`config.mk`:
```
export PLATFORM = sky130hd
export DESIGN_NAME = smis_core
export DESIGN_NICKNAME = d
export VERILOG_FILES = /design/src/smis_pkg.sv /design/src/smis_pin_if.sv /design/src/smis_core.sv /design/src/smis_pin_sampler.sv
export SDC_FILE = /design/constraint.sdc
export NUM_CORES = 2
export LEC_CHECK = 0
export BUFFER_PORTS_ARGS = -buffer_cell sky130_fd_sc_hd__buf_4
export CORE_MARGIN = 10
export CORE_UTILIZATION = 43
export CTS_BUF_LIST = sky130_fd_sc_hd__clkbuf_8
export DETAILED_ROUTE_END_ITERATION = 10
export PLACE_DENSITY_LB_ADDON = 0.3
export SETUP_SLACK_MARGIN = 0.02
export SYNTH_ARGS = -nofsm -noshare
export SYNTH_HDL_FRONTEND = slang
export SYNTH_HIERARCHICAL = 1
export SYNTH_SLANG_ARGS = --single-unit
export TNS_END_PERCENT = 30
```
`constraint.sdc`:
```
create_clock -name CLK_SYS -period 44.4 [get_ports CLK_SYS]
set_input_delay 4.44 -clock CLK_SYS [delete_from_list [all_inputs] [get_ports CLK_SYS]]
set_output_delay 4.44 -clock CLK_SYS [all_outputs]
set_load 0.1 [all_outputs]
```
`src/smis_pkg.sv`:
```
// constants for the sync monitor and input status object set
package smis_pkg;
   localparam int NCH = 4;
   localparam int CLK_PERIOD_NS = 8;
   // object indices
   localparam logic [15:0] IDX_SYNC = 16'h1C33;
   localparam logic [15:0] IDX_CH_BASE = 16'h6000;
   localparam logic [15:0] IDX_INT_BASE = 16'h800E;
   localparam logic [15:0] IDX_CH_STEP = 16'h0010;
   localparam logic [15:0] IDX_SFRAME = 16'h6040;
   localparam logic [15:0] IDX_MFRAME = 16'h7040;
   // sync object subindices
   localparam logic [7:0] SUB_COUNT = 8'h00;
   localparam logic [7:0] SUB_MODE = 8'h01;
   localparam logic [7:0] SUB_SHIFT = 8'h03;
   localparam logic [7:0] SUB_MODES = 8'h04;
   localparam logic [7:0] SUB_MINCYC = 8'h05;
   localparam logic [7:0] SUB_CALC = 8'h06;
   localparam logic [7:0] SUB_CMD = 8'h08;
   localparam logic [7:0] SUB_DELAY = 8'h09;
   localparam logic [7:0] SUB_MISSED = 8'h0B;
   localparam logic [7:0] SUB_OVERRUN = 8'h0C;
   localparam logic [7:0] SUB_SHORT = 8'h0D;
   localparam logic [7:0] SUB_SYNCERR = 8'h20;
   // channel input subindices
   localparam logic [7:0] SUB_UNDER = 8'h01;
   localparam logic [7:0] SUB_OVER = 8'h02;
   localparam logic [7:0] SUB_ERR = 8'h07;
   localparam logic [7:0] SUB_VALID = 8'h0F;
   localparam logic [7:0] SUB_TOGGLE = 8'h10;
   localparam logic [7:0] SUB_VALUE = 8'h11;
   // internal data subindices
   localparam logic [7:0] SUB_RAW1 = 8'h01;
   localparam logic [7:0] SUB_RES1 = 8'h02;
   localparam logic [7:0] SUB_RAW2 = 8'h03;
   localparam logic [7:0] SUB_RES2 = 8'h04;
   // fixed entry counts and values
   localparam logic [7:0] SYNC_ENTRIES = 8'h20;
   localparam logic [7:0] CH_ENTRIES = 8'h11;
   localparam logic [7:0] SFRAME_ENTRIES = 8'h06;
   localparam logic [7:0] MFRAME_ENTRIES = 8'h03;
   localparam logic [7:0] INT_ENTRIES = 8'h04;
   // free run, event, clock mode 01, shift by second pulse, dynamic times
   localparam logic [15:0] MODES_SUPPORTED = 16'h4027;
   localparam logic [15:0] RST_MODE = 16'h0000;
   localparam logic [15:0] RST_CMD = 16'h0000;
   localparam logic [15:0] CMD_START = 16'h0001;
   // sync mode codes
   localparam logic [15:0] MODE_FREE = 16'h0000;
   localparam logic [15:0] MODE_SM_IN = 16'h0001;
   localparam logic [15:0] MODE_PULSE1 = 16'h0002;
   localparam logic [15:0] MODE_PULSE2 = 16'h0003;
   localparam logic [15:0] MODE_SM_OUT = 16'h0022;
   // shortest legal gap between first and second pulse
   localparam int SHIFT_MIN_NS = 1000;
   localparam int SHIFT_MIN_CYC = (SHIFT_MIN_NS + CLK_PERIOD_NS - 1) / CLK_PERIOD_NS;
   localparam logic [31:0] MIN_CYCLE_NS = 32'h0000C350;
   localparam int CNT_W = 29;
endpackage

```
`src/smis_pin_if.sv`:
```
// carrier between the pin sampler and the monitor core
`timescale 1ns/1ps
`default_nettype none
interface smis_pin_if;
   logic [2:0] raw;  // asynchronous event pins
   logic [2:0] rise; // one-cycle pulse per filtered rising edge
   modport samp(input raw, output rise);
   modport user(output raw, input rise);
endinterface
`default_nettype wire

```
`src/smis_core.sv`:
```
// sync timing supervision and channel input status objects
`timescale 1ns/1ps
`default_nettype none
module smis_core (
   input wire logic CLK_SYS,
   input wire logic RESET,
   // object access port
   input wire logic [15:0] OD_INDEX,
   input wire logic [7:0] OD_SUB,
   input wire logic OD_RD,
   input wire logic OD_WR,
   input wire logic [31:0] OD_WDATA,
   output logic [31:0] OD_RDATA,
   output logic OD_ACK,
   output logic OD_NACK,
   // timing event pins
   input wire logic FIRST_SYNC_PULSE,
   input wire logic SECOND_SYNC_PULSE,
   input wire logic SYNC_MANAGER_EVENT,
   // same-clock status from the node
   input wire logic RUN_STATE,
   input wire logic INPUT_SAMPLE,
   input wire logic INPUT_READY,
   // converter results per channel
   input wire logic [smis_pkg::NCH-1:0] CH_UPDATE,
   input wire logic [smis_pkg::NCH-1:0] CH_UNDER,
   input wire logic [smis_pkg::NCH-1:0] CH_OVER,
   input wire logic [smis_pkg::NCH-1:0] CH_ERROR,
   input wire logic [smis_pkg::NCH-1:0][15:0] CH_VALUE,
   input wire logic [smis_pkg::NCH-1:0][31:0] CH_SENSOR_RAW,
   input wire logic [smis_pkg::NCH-1:0][31:0] CH_LINE_RAW,
   input wire logic [smis_pkg::NCH-1:0][15:0] CH_SENSOR_RES,
   input wire logic [smis_pkg::NCH-1:0][15:0] CH_LINE_RES,
   output logic [smis_pkg::NCH-1:0] OPEN_CIRCUIT,
   output logic SYNC_ERROR
);
   import smis_pkg::*;

   // all block state in one record
   typedef struct packed {
      logic [15:0] mode;
      logic [15:0] cmd;
      logic [31:0] shift_ns;
      logic [31:0] calc_ns;
      logic [31:0] delay_ns;
      logic [15:0] missed;
      logic [15:0] overrun;
      logic [15:0] short_cnt;
      logic sync_err;
      logic [CNT_W-1:0] since_p1;   // cycles since cycle start (first pulse in clock mode, else manager event)
      logic [CNT_W-1:0] since_p2;   // cycles since second pulse
      logic [CNT_W-1:0] since_samp; // cycles since inputs sampled
      logic busy;                   // sampled, not yet handed over
      logic sm_seen;                // event seen this cycle
      logic [NCH-1:0] under;
      logic [NCH-1:0] over;
      logic [NCH-1:0] err;
      logic [NCH-1:0] toggle;
      logic [NCH-1:0] open_c;
      logic [NCH-1:0][15:0] value;
      logic [NCH-1:0][31:0] raw1;
      logic [NCH-1:0][31:0] raw2;
      logic [NCH-1:0][15:0] res1;
      logic [NCH-1:0][15:0] res2;
      logic [31:0] rdata;
      logic ack;
      logic nack;
   } smis_state_t;

   smis_state_t st_q;
   smis_state_t st_d;

   // cycle count to nanoseconds, cut to the entry width
   function automatic logic [31:0] to_ns(input logic [CNT_W-1:0] c);
      logic [31:0] w;
      // the timer reads one less than the edges between the two events
      w = 32'(c) + 32'h00000001;
      return 32'(w * 32'(CLK_PERIOD_NS));
   endfunction

   // keeps the larger of two times
   function automatic logic [31:0] max32(input logic [31:0] a, input logic [31:0] b);
      return (b > a) ? b : a;
   endfunction

   // counters stick at full scale instead of wrapping to zero
   function automatic logic [15:0] sat_inc(input logic [15:0] c);
      return (c == 16'hFFFF) ? c : 16'(c + 16'h0001);
   endfunction

   // object index of a channel given its base
   function automatic logic [15:0] ch_idx(input logic [15:0] base, input int n);
      return 16'(base + 16'(n) * IDX_CH_STEP);
   endfunction

   // pin events pass the three-stage sampler
   smis_pin_if ev ();
   assign ev.raw = {SYNC_MANAGER_EVENT, SECOND_SYNC_PULSE, FIRST_SYNC_PULSE};

   smis_pin_sampler u_samp (
      .clk(CLK_SYS),
      .rst(RESET),
      .pins(ev.samp)
   );

   logic p1_rise;
   logic p2_rise;
   logic sm_rise;
   logic dc_mode;
   logic cyc_start;
   logic wr_cmd;
   logic meas_start;
   assign p1_rise = ev.rise[0];
   assign p2_rise = ev.rise[1];
   assign sm_rise = ev.rise[2];
   // clock mode is either pulse-synchronous code
   assign dc_mode = (st_q.mode == MODE_PULSE1) || (st_q.mode == MODE_PULSE2);
   // a cycle begins at the first pulse in clock mode, else at the event
   assign cyc_start = dc_mode ? p1_rise : sm_rise;
   // a read in the same cycle wins, so the command write must not count then
   assign wr_cmd = OD_WR && !OD_RD && (OD_INDEX == IDX_SYNC) && (OD_SUB == SUB_CMD);
   assign meas_start = wr_cmd && (OD_WDATA[15:0] == CMD_START) && (st_q.cmd != CMD_START);

   // next-state logic
   always_comb begin
      st_d = st_q;
      st_d.ack = 1'b0;
      st_d.nack = 1'b0;

      // free-running cycle timers
      st_d.since_p1 = CNT_W'(st_q.since_p1 + 1'b1);
      st_d.since_p2 = CNT_W'(st_q.since_p2 + 1'b1);
      st_d.since_samp = CNT_W'(st_q.since_samp + 1'b1);
      if (p2_rise) begin
         st_d.since_p2 = '0;
      end

      if (cyc_start) begin
         if (dc_mode && RUN_STATE && !st_q.sm_seen) begin
            st_d.missed = sat_inc(st_q.missed);
         end
         if (RUN_STATE && st_q.busy) begin
            st_d.overrun = sat_inc(st_q.overrun);
         end
         st_d.sync_err = dc_mode && st_q.busy;
         st_d.since_p1 = '0;
         st_d.sm_seen = 1'b0;
      end
      // an event in the same cycle as the clear is kept
      if (sm_rise) begin
         st_d.sm_seen = 1'b1;
      end

      if (p2_rise && dc_mode && (32'(st_q.since_p1) < 32'(SHIFT_MIN_CYC))) begin
         st_d.short_cnt = sat_inc(st_q.short_cnt);
      end

      if (meas_start) begin
         st_d.shift_ns = '0;
         st_d.calc_ns = '0;
         st_d.delay_ns = '0;
      end

      // sampling of the inputs closes the shift and delay intervals
      if (INPUT_SAMPLE) begin
         st_d.busy = 1'b1;
         st_d.since_samp = '0;
         if (st_q.cmd == CMD_START && dc_mode && !meas_start) begin
            st_d.shift_ns = max32(st_q.shift_ns, to_ns(st_q.since_p1));
            st_d.delay_ns = max32(st_q.delay_ns, to_ns(st_q.since_p2));
         end
      end else if (INPUT_READY) begin
         st_d.busy = 1'b0;
         if (st_q.cmd == CMD_START && dc_mode && !meas_start) begin
            st_d.calc_ns = max32(st_q.calc_ns, to_ns(st_q.since_samp));
         end
      end

      // channel capture on each converter update
      for (int n = 0; n < NCH; n++) begin
         if (CH_UPDATE[n]) begin
            st_d.under[n] = CH_UNDER[n];
            st_d.over[n] = CH_OVER[n];
            st_d.err[n] = CH_ERROR[n];
            st_d.open_c[n] = CH_OVER[n] && CH_ERROR[n];
            st_d.toggle[n] = ~st_q.toggle[n];
            st_d.value[n] = CH_VALUE[n];
            st_d.raw1[n] = CH_SENSOR_RAW[n];
            st_d.raw2[n] = CH_LINE_RAW[n];
            st_d.res1[n] = CH_SENSOR_RES[n];
            st_d.res2[n] = CH_LINE_RES[n];
         end
      end

      // object reads answer one cycle after the strobe
      if (OD_RD) begin
         st_d.ack = 1'b1;
         st_d.rdata = '0;
         if (OD_INDEX == IDX_SYNC) begin
            case (OD_SUB)
               SUB_COUNT: st_d.rdata = 32'(SYNC_ENTRIES);
               SUB_MODE: st_d.rdata = 32'(st_q.mode);
               SUB_SHIFT: st_d.rdata = st_q.shift_ns;
               SUB_MODES: st_d.rdata = 32'(MODES_SUPPORTED);
               SUB_MINCYC: st_d.rdata = MIN_CYCLE_NS;
               SUB_CALC: st_d.rdata = st_q.calc_ns;
               SUB_CMD: st_d.rdata = 32'(st_q.cmd);
               SUB_DELAY: st_d.rdata = st_q.delay_ns;
               SUB_MISSED: st_d.rdata = 32'(st_q.missed);
               SUB_OVERRUN: st_d.rdata = 32'(st_q.overrun);
               SUB_SHORT: st_d.rdata = 32'(st_q.short_cnt);
               SUB_SYNCERR: st_d.rdata = 32'(st_q.sync_err);
               default: begin
                  st_d.ack = 1'b0;
                  st_d.nack = 1'b1;
               end
            endcase
         end else if (OD_INDEX == IDX_SFRAME || OD_INDEX == IDX_MFRAME) begin
            // safety frame elements are reserved and read zero
            if (OD_SUB == SUB_COUNT) begin
               st_d.rdata = (OD_INDEX == IDX_SFRAME) ? 32'(SFRAME_ENTRIES)
                                                    : 32'(MFRAME_ENTRIES);
            end else if (OD_SUB > ((OD_INDEX == IDX_SFRAME) ? SFRAME_ENTRIES
                                                            : MFRAME_ENTRIES)) begin
               st_d.ack = 1'b0;
               st_d.nack = 1'b1;
            end
         end else begin
            st_d.ack = 1'b0;
            st_d.nack = 1'b1;
            for (int n = 0; n < NCH; n++) begin
               if (OD_INDEX == ch_idx(IDX_CH_BASE, n)) begin
                  st_d.ack = 1'b1;
                  st_d.nack = 1'b0;
                  case (OD_SUB)
                     SUB_COUNT: st_d.rdata = 32'(CH_ENTRIES);
                     SUB_UNDER: st_d.rdata = 32'(st_q.under[n]);
                     SUB_OVER: st_d.rdata = 32'(st_q.over[n]);
                     SUB_ERR: st_d.rdata = 32'(st_q.err[n]);
                     SUB_VALID: st_d.rdata = 32'(st_q.err[n]);
                     SUB_TOGGLE: st_d.rdata = 32'(st_q.toggle[n]);
                     SUB_VALUE: st_d.rdata = 32'(signed'(st_q.value[n]));
                     default: begin
                        st_d.ack = 1'b0;
                        st_d.nack = 1'b1;
                     end
                  endcase
               end else if (OD_INDEX == ch_idx(IDX_INT_BASE, n)) begin
                  st_d.ack = 1'b1;
                  st_d.nack = 1'b0;
                  case (OD_SUB)
                     SUB_COUNT: st_d.rdata = 32'(INT_ENTRIES);
                     SUB_RAW1: st_d.rdata = st_q.raw1[n];
                     SUB_RES1: st_d.rdata = 32'(st_q.res1[n]);
                     SUB_RAW2: st_d.rdata = st_q.raw2[n];
                     SUB_RES2: st_d.rdata = 32'(st_q.res2[n]);
                     default: begin
                        st_d.ack = 1'b0;
                        st_d.nack = 1'b1;
                     end
                  endcase
               end
            end
         end
      end else if (OD_WR) begin
         // only mode and command are writable; all else is refused
         st_d.nack = 1'b1;
         if (OD_INDEX == IDX_SYNC && OD_SUB == SUB_MODE) begin
            st_d.mode = OD_WDATA[15:0];
            st_d.nack = 1'b0;
            st_d.ack = 1'b1;
         end else if (wr_cmd) begin
            st_d.cmd = OD_WDATA[15:0];
            st_d.nack = 1'b0;
            st_d.ack = 1'b1;
         end
      end
   end

   // registers take constants only under reset
   always_ff @(posedge CLK_SYS or posedge RESET) begin
      if (RESET) begin
         st_q <= '0;
         st_q.mode <= RST_MODE;
         st_q.cmd <= RST_CMD;
      end else begin
         st_q <= st_d;
      end
   end

   // outputs come straight from the state record
   assign OD_RDATA = st_q.rdata;
   assign OD_ACK = st_q.ack;
   assign OD_NACK = st_q.nack;
   assign OPEN_CIRCUIT = st_q.open_c;
   assign SYNC_ERROR = st_q.sync_err;
endmodule
`default_nettype wire

```
`src/smis_pin_sampler.sv`:
```
// three-stage pin sampler with agreement filter and edge pulse
`timescale 1ns/1ps
`default_nettype none
module smis_pin_sampler (
   input wire logic clk,
   input wire logic rst,
   smis_pin_if.samp pins
);
   import smis_pkg::*;

   // sampler state
   typedef struct packed {
      logic [2:0] s1;     // first stage, read by s2 only
      logic [2:0] s2;
      logic [2:0] s3;
      logic [2:0] stable; // accepted level
      logic [2:0] rise;
   } smis_samp_t;

   smis_samp_t st_q;
   smis_samp_t st_d;

   // a level counts only once stages two and three agree
   always_comb begin
      st_d = st_q;
      st_d.s1 = pins.raw;
      st_d.s2 = st_q.s1;
      st_d.s3 = st_q.s2;
      for (int i = 0; i < 3; i++) begin
         if (st_q.s2[i] == st_q.s3[i]) begin
            st_d.stable[i] = st_q.s3[i];
         end
      end
      st_d.rise = st_d.stable & ~st_q.stable;
   end

   // constants only under reset
   always_ff @(posedge clk or posedge rst) begin
      if (rst) begin
         st_q <= '0;
      end else begin
         st_q <= st_d;
      end
   end

   assign pins.rise = st_q.rise;
endmodule
`default_nettype wire

```
# Word level (Yosys, flattened, before mapping)
# Cells that the tools add are included.
[word_totals]
mem_count = 0
wordCells = 217
inputBits = 530
latch_bits = 0
reg_bits = 783
ramBits = 0
romBits = 0
output_inout_bits = 39
[op_classes]
n_reduce_logical = 35
muxes = 54
n_mul = 0
n_bitwise = 11
n_addsub = 9
n_eq_ne = 41
n_shift = 0
div = 0
n_lt_le_gt_ge = 5
[op_table]
columns = ["operator", "count"]
rows = [
  ["one-hot mux 32 bit (6 select lines)", 4],
  ["one-hot mux 32 bit (5 select lines)", 4],
  ["one-hot mux 32 bit (12 select lines)", 1],
  ["two-way mux 34 bit", 11],
  ["two-way mux 32 bit", 10],
  ["adder 29 x 1 -> 29 bit (second input constant)", 6],
  ["== test 16 bit (second input constant)", 7],
  ["== test 16 x 15 -> 1 bit (second input constant)", 6],
  ["greater-than comparator 32 bit", 3],
  ["two-way mux 96 bit", 1],
  ["two-way mux 29 bit", 3],
  ["adder 16 x 1 -> 16 bit (second input constant)", 3],
  ["== test 8 x 4 -> 1 bit (second input constant)", 6],
  ["== test 16 x 1 -> 1 bit (second input constant)", 2],
  ["== test 16 x 2 -> 1 bit (second input constant)", 2],
  ["== test 8 x 3 -> 1 bit (second input constant)", 4],
  ["less-than comparator 29 x 7 -> 1 bit (second input constant)", 1],
  ["logical AND 1 bit", 18],
  ["two-way mux 2 bit", 9],
  ["== test 16 x 13 -> 1 bit (second input constant)", 1],
  ["== test 8 x 2 -> 1 bit (second input constant)", 2],
  ["== test 8 x 5 -> 1 bit (second input constant)", 2],
  ["inequality test 16 x 1 -> 1 bit (second input constant)", 1],
  ["OR reduction 12 bit", 1],
  ["21 further kinds", 47],
]

# Logic depth before layout (Yosys ltp)
[depth]
word_depth = 18
depth_mapped = 17
ltp_nobuf = 16

# Hierarchy
# Netlist, hierarchy kept.
[modules_own_cells]
columns = ["module", "cells_per_inst", "area_each_um2", "instances", "seq_area_each_um2"]
rows = [
  ["smis_core", 3479, 38614.5, 1, 19218.4],
  ["smis_pin_sampler", 25, 465.4, 1, 375.4],
]

# Worst setup path before layout
# OpenSTA, ideal clock, no wires.
[synth_path]
path_kind = "in2reg"
startpoint = "input OD_INDEX[0]"
endpoint = "register st_q, in the netlist OD_NACK"
path_buffers = 1
required_time_ns = 44.279
arrival_time_ns = 6.648
setup_ns = 0.121
stages = 12
path_slack_ns = 37.631
path_cell_list = "nor4_2 -> nand4_1 -> clkbuf_1 -> nor2_1 -> inv_1 -> ha_1 -> nand2_1 -> nor2_1 -> o21ai_0 -> a21oi_1 -> o311a_1 -> a22o_1"
[synth_lines]
columns = ["element", "line_no", "source"]
rows = [
  ["start: declaration", "smis_core.sv:8", "input wire logic [15:0] OD_INDEX,"],
  ["end signal: assignment", "smis_core.sv:287", "st_q <= st_d;"],
  ["end: declaration", "smis_core.sv:70", "smis_state_t st_q;"],
]

# Worst setup path in the final report
[layout_path]
startpoint = "input OD_SUB[5]"
endpoint = "register st_q, in the netlist OD_RDATA[19]"
[layout_between]
elab_chain_cells = 16
elab_cells_between_ends = 38
classes_between = "eq/ne (16); mux (20); reduce/logical (2)"
[layout_rtl]
columns = ["element", "line_no", "source"]
rows = [
  ["start: declaration", "smis_core.sv:9", "input wire logic [7:0] OD_SUB,"],
  ["== test 8 x 4 -> 1 bit, or another cell as far along", "smis_core.sv:235", "case (OD_SUB)"],
  ["OR reduction 2 bit (no line) / one-hot mux 32 bit (5 select lines) (equally long branches)", "--", ""],
  ["one-hot mux 32 bit (6 select lines) / two-way mux 34 bit (equally long branches)", "smis_core.sv:235, smis_core.sv:248", ""],
  ["two-way mux 34 bit", "smis_core.sv:232", "if (OD_INDEX == ch_idx(IDX_CH_BASE, n)) begin"],
  ["two-way mux 34 bit", "smis_core.sv:196", "if (OD_RD) begin"],
  ["one-hot mux 32 bit (5 select lines)", "smis_core.sv:251", "case (OD_SUB)"],
  ["two-way mux 34 bit", "smis_core.sv:248", "end else if (OD_INDEX == ch_idx(IDX_INT_BASE, n)) begin"],
  ["two-way mux 34 bit", "smis_core.sv:232", ""],
  ["one-hot mux 32 bit (5 select lines)", "smis_core.sv:251", ""],
  ["two-way mux 34 bit", "smis_core.sv:248", ""],
  ["two-way mux 34 bit", "smis_core.sv:232", ""],
  ["one-hot mux 32 bit (5 select lines)", "smis_core.sv:251", ""],
  ["two-way mux 34 bit", "smis_core.sv:248", ""],
  ["two-way mux 34 bit", "smis_core.sv:232", ""],
  ["two-way mux 34 bit", "smis_core.sv:218", "end else if (OD_INDEX == IDX_SFRAME || OD_INDEX == IDX_MFRAME) begin"],
  ["two-way mux 34 bit (*)", "smis_core.sv:199", "if (OD_INDEX == IDX_SYNC) begin"],
]
# Mark *: on every way between the ends. The rest lies on a longest branch, timed or not. The select of a mux whose other input is x is not followed.
# A chain may end at the register's enable or synchronous reset.

==> flow_metrics.py <==
metrics = {
    "clock_network": {
        "clock_path_buffers": 3,
        "cts_tree": "yes",
        "post_cts_resized": 0,
        "clkTransAtPathRegs_ns": 0.06,
        "postCtsHoldBufs": 0,
        "postCtsSetupBuffers": 0,
        "insertion_delay_ns": 0.87,
        "clock-sinks": 783,
        "cts_inserted_buffers": 143,
        "cts_root_buffer": "clkbuf_8",
        "h-tree-depth": 4,
    },
    "die": {
        "start_util_pct": 43.35,
        "rows": 110,
        "pin_count": 569,
        "die_w_um": 321.5,
        "coreArea_mm2": 0.09015,
        "fp.dieArea_mm2": 0.1033,
        "die_h_um": 321.5,
    },
    "sta": {
        "final-setup-viol-count": 0,
        "hold_viol": 0,
        "fmax_mhz": 128.7,
        "period_minus_slack_ns": 7.771,
        "finalSetupTns_ns": 0,
        "rsz0062_at_grt": "no",
        "slew-limit-headroom_pct": 23.50,
        "drv_slew": 0,
        "finalWorstSetupSlack_ns": 36.63,
        "period_share_pct": 17.50,
        "tightest_slew_ns": 1.141,
        "skew_ns": 0.06578,
    },
    "detailed_routing": {
        "routed_wl_um": 151300,
        "drcViolationCount": 0,
        "ant_nets": 0,
        "dr.first_iter.drc_count": 3375,
        "wire_per_inst_um": 28.33,
        "vias_per_cell": 5.906,
        "vias": 31530,
        "drtPass1Iterations": 6,
    },
    "power": {
        "cellLeakagePower_nw": 21.95,
        "ir_worst_vdd_mv": 0.03443,
        "p_per_area_mw_per_mm2": 36.11,
    },
    "logic_synthesis": {
        "synthTopCellsByCount": "dfrtp_1, mux2_2, nand2_1",
        "synth-async-reset-ratio_pct": 100.0,
        "ys.flop_type": "dfrtp_1",
        "synth.largest_area_cell": "dfrtp_1",
        "synthXorXnorAreaFrac_pct": 2.913,
        "yosysTopAreaCellShare_pct": 50.14,
        "synthMuxAreaShare_pct": 17.27,
        "ys_ff_latch": 783,
        "yosys.area_share.adder_pct": 3.128,
        "syn-num-nets": 4129,
        "synth_simple_gate_area_share_pct": 10.77,
        "yosys.cell_count.top_type": "dfrtp_1",
        "synth_top_family_by_area": "multiplexers",
        "synth_cells": 3504,
        "synthTopCellsByArea": "dfrtp_1, mux2_2, mux2i_1",
        "ys_types": 82,
        "synth_area_per_cell_um2": 11.15,
        "ys_seq_area_share_pct": 50.14,
        "yosysWarningCount": 6,
        "synth_edf_count": 0,
        "synth_compound_area_share_pct": 11.06,
        "syn_area_mm2": 0.03908,
    },
    "global_routing": {
        "grt_pass1_wl_um": 215700,
        "grt_max_degree": 98,
        "grt_antenna_before_repair": 40,
        "grt_pass1_vias": 31310,
        "grt_use_total_pct": 28.46,
        "grt_overflow": 0,
    },
    "finish": {
        "drive_gt1_share_pct": 32.91,
        "synthToLayoutAreaGrowth_pct": 20.61,
        "nets": 4656,
    },
    "placement": {
        "gp_congestion": 0.9583,
        "pre_cts_ws_ns": 35.90,
        "hpwl_um": 114700,
        "io_buffers": 552,
    },
    "worst_setup_path": {
        "cp_max_fo": 30,
        "endpoint_kind": "flop",
        "cp-start-kind": "input port",
        "critical_path_arrival_ns": 8.56,
        "required_ns": 45.19,
        "crit_type": "input port to flop",
    },
    "min_path": {
        "min-delay-path-class": "flop to flop",
    },
    "outcome": {
        "status": "complete, no violations",
    },
    "run": {
        "drv_cap": 0,
    },
}
[final timing paths]
path,depth (start not counted),start,end,slack [ns]
max in group asynchronous,5,RESET,st_q[405]$_DFFE_PP0P_,37.71
worst min register to register,0,u_samp/st_d[11]$_DFF_PP0_,u_samp/st_d[8]$_DFF_PP0_,0.35
worst max-delay path,10,OD_SUB[5],OD_RDATA[19]$_DFFE_PP0P_,36.63
worst max register to register,16,st_q[504]$_DFF_PP0_,st_q[676]$_DFFE_PP0P_,39.18
worst min-delay path,0,u_samp/st_d[11]$_DFF_PP0_,u_samp/st_d[8]$_DFF_PP0_,0.35
min in group asynchronous,2,RESET,st_q[528]$_DFF_PP0_,3.66
[cell type report]
type,instances,area [um^2]
flip-flops and latches,783,19590
repair buffers,614,4617
well taps,1176,1471
fillers,8142,43020
inverters,201,762.0
diodes,34,85.08
clock buffers,173,2381
clock inverters,70,475.5
multi-input cells,2288,17750
[logic make-up (layout without fill, tap and decap cells)]
logic type	after synthesis	in the layout
simple gates	859	859
flops	783	783
mux	613	613
compound gates	588	588
buf+inv	433	1058
xor+xnor	130	130
fa+ha+maj	98	98
other cells	0	34
[layer usage]
metal  vias up  global-route usage (%)  wire length, um
li1      13820                       -                -
met1     15910                   35.39            60020
met2      1440                   44.38            69640
met3       339                   8.169            13810
met4        16                   15.35             7695
met5         -                       0              105
[metrics by stage]
stage / std cells / hold slack [ns] / power [mW] / utilization, % / cell area [um^2]
floorplan: 3504 / 0.3312 / 0.9311 / - / 39080
global placement: 5062 / 0.3324 / 1.009 / 49.02 / 44190
detailed placement: 5062 / 0.3347 / 1.015 / 49.02 / 44190
CTS: 5305 / 0.3486 / 1.708 / 52.19 / 47050
global route: 5337 / 0.3661 / 1.762 / 52.28 / 47130
finish: 5339 / 0.3460 / 1.702 / 52.28 / 47130
[worst max-delay path: stages]
cell and delay, ns:
buf_4 0.15, or4_1 0.94, nor3_4 0.31, buf_4 0.43, buf_4 0.53, a22oi_1 0.30, o21ai_0 0.44, a2111oi_0 0.16
nor3_1 0.54, o22a_1 0.24
[cell usage in the layout (no fill, tap or decap), drive strengths merged, types with 35 or more instances in the layout]
cell type  instances
nand2            261
mux2i            122
inv              249
a221oi            80
nor3              54
nand4             59
o21ai             81
nor2             212
and3              45
a21oi             92
ha                95
a22oi             97
xnor2             63
xor2              67
nor4              36
buf              614
nand3             85
clkbuf           173
a22o              35
dfrtp            783
mux2             491
[flip-flops by register name, summed over array words and instances, names as in the netlist]
| register | flops |
|---|---|
| st_q | 729 |
| OD_RDATA | 32 |
| u_samp/st_d | 6 |
| u_samp/st_q | 6 |
| OPEN_CIRCUIT | 4 |
| u_samp/pins.rise | 3 |
| OD_ACK | 1 |
| OD_NACK | 1 |
| SYNC_ERROR | 1 |
[power breakdown]
group          internal [mW]  switching [mW]
Sequential             0.766          0.0360
Clock                  0.368           0.329
Combinational         0.0970           0.106
Total                   1.23           0.470
Power figures use the tool's default switching activity.
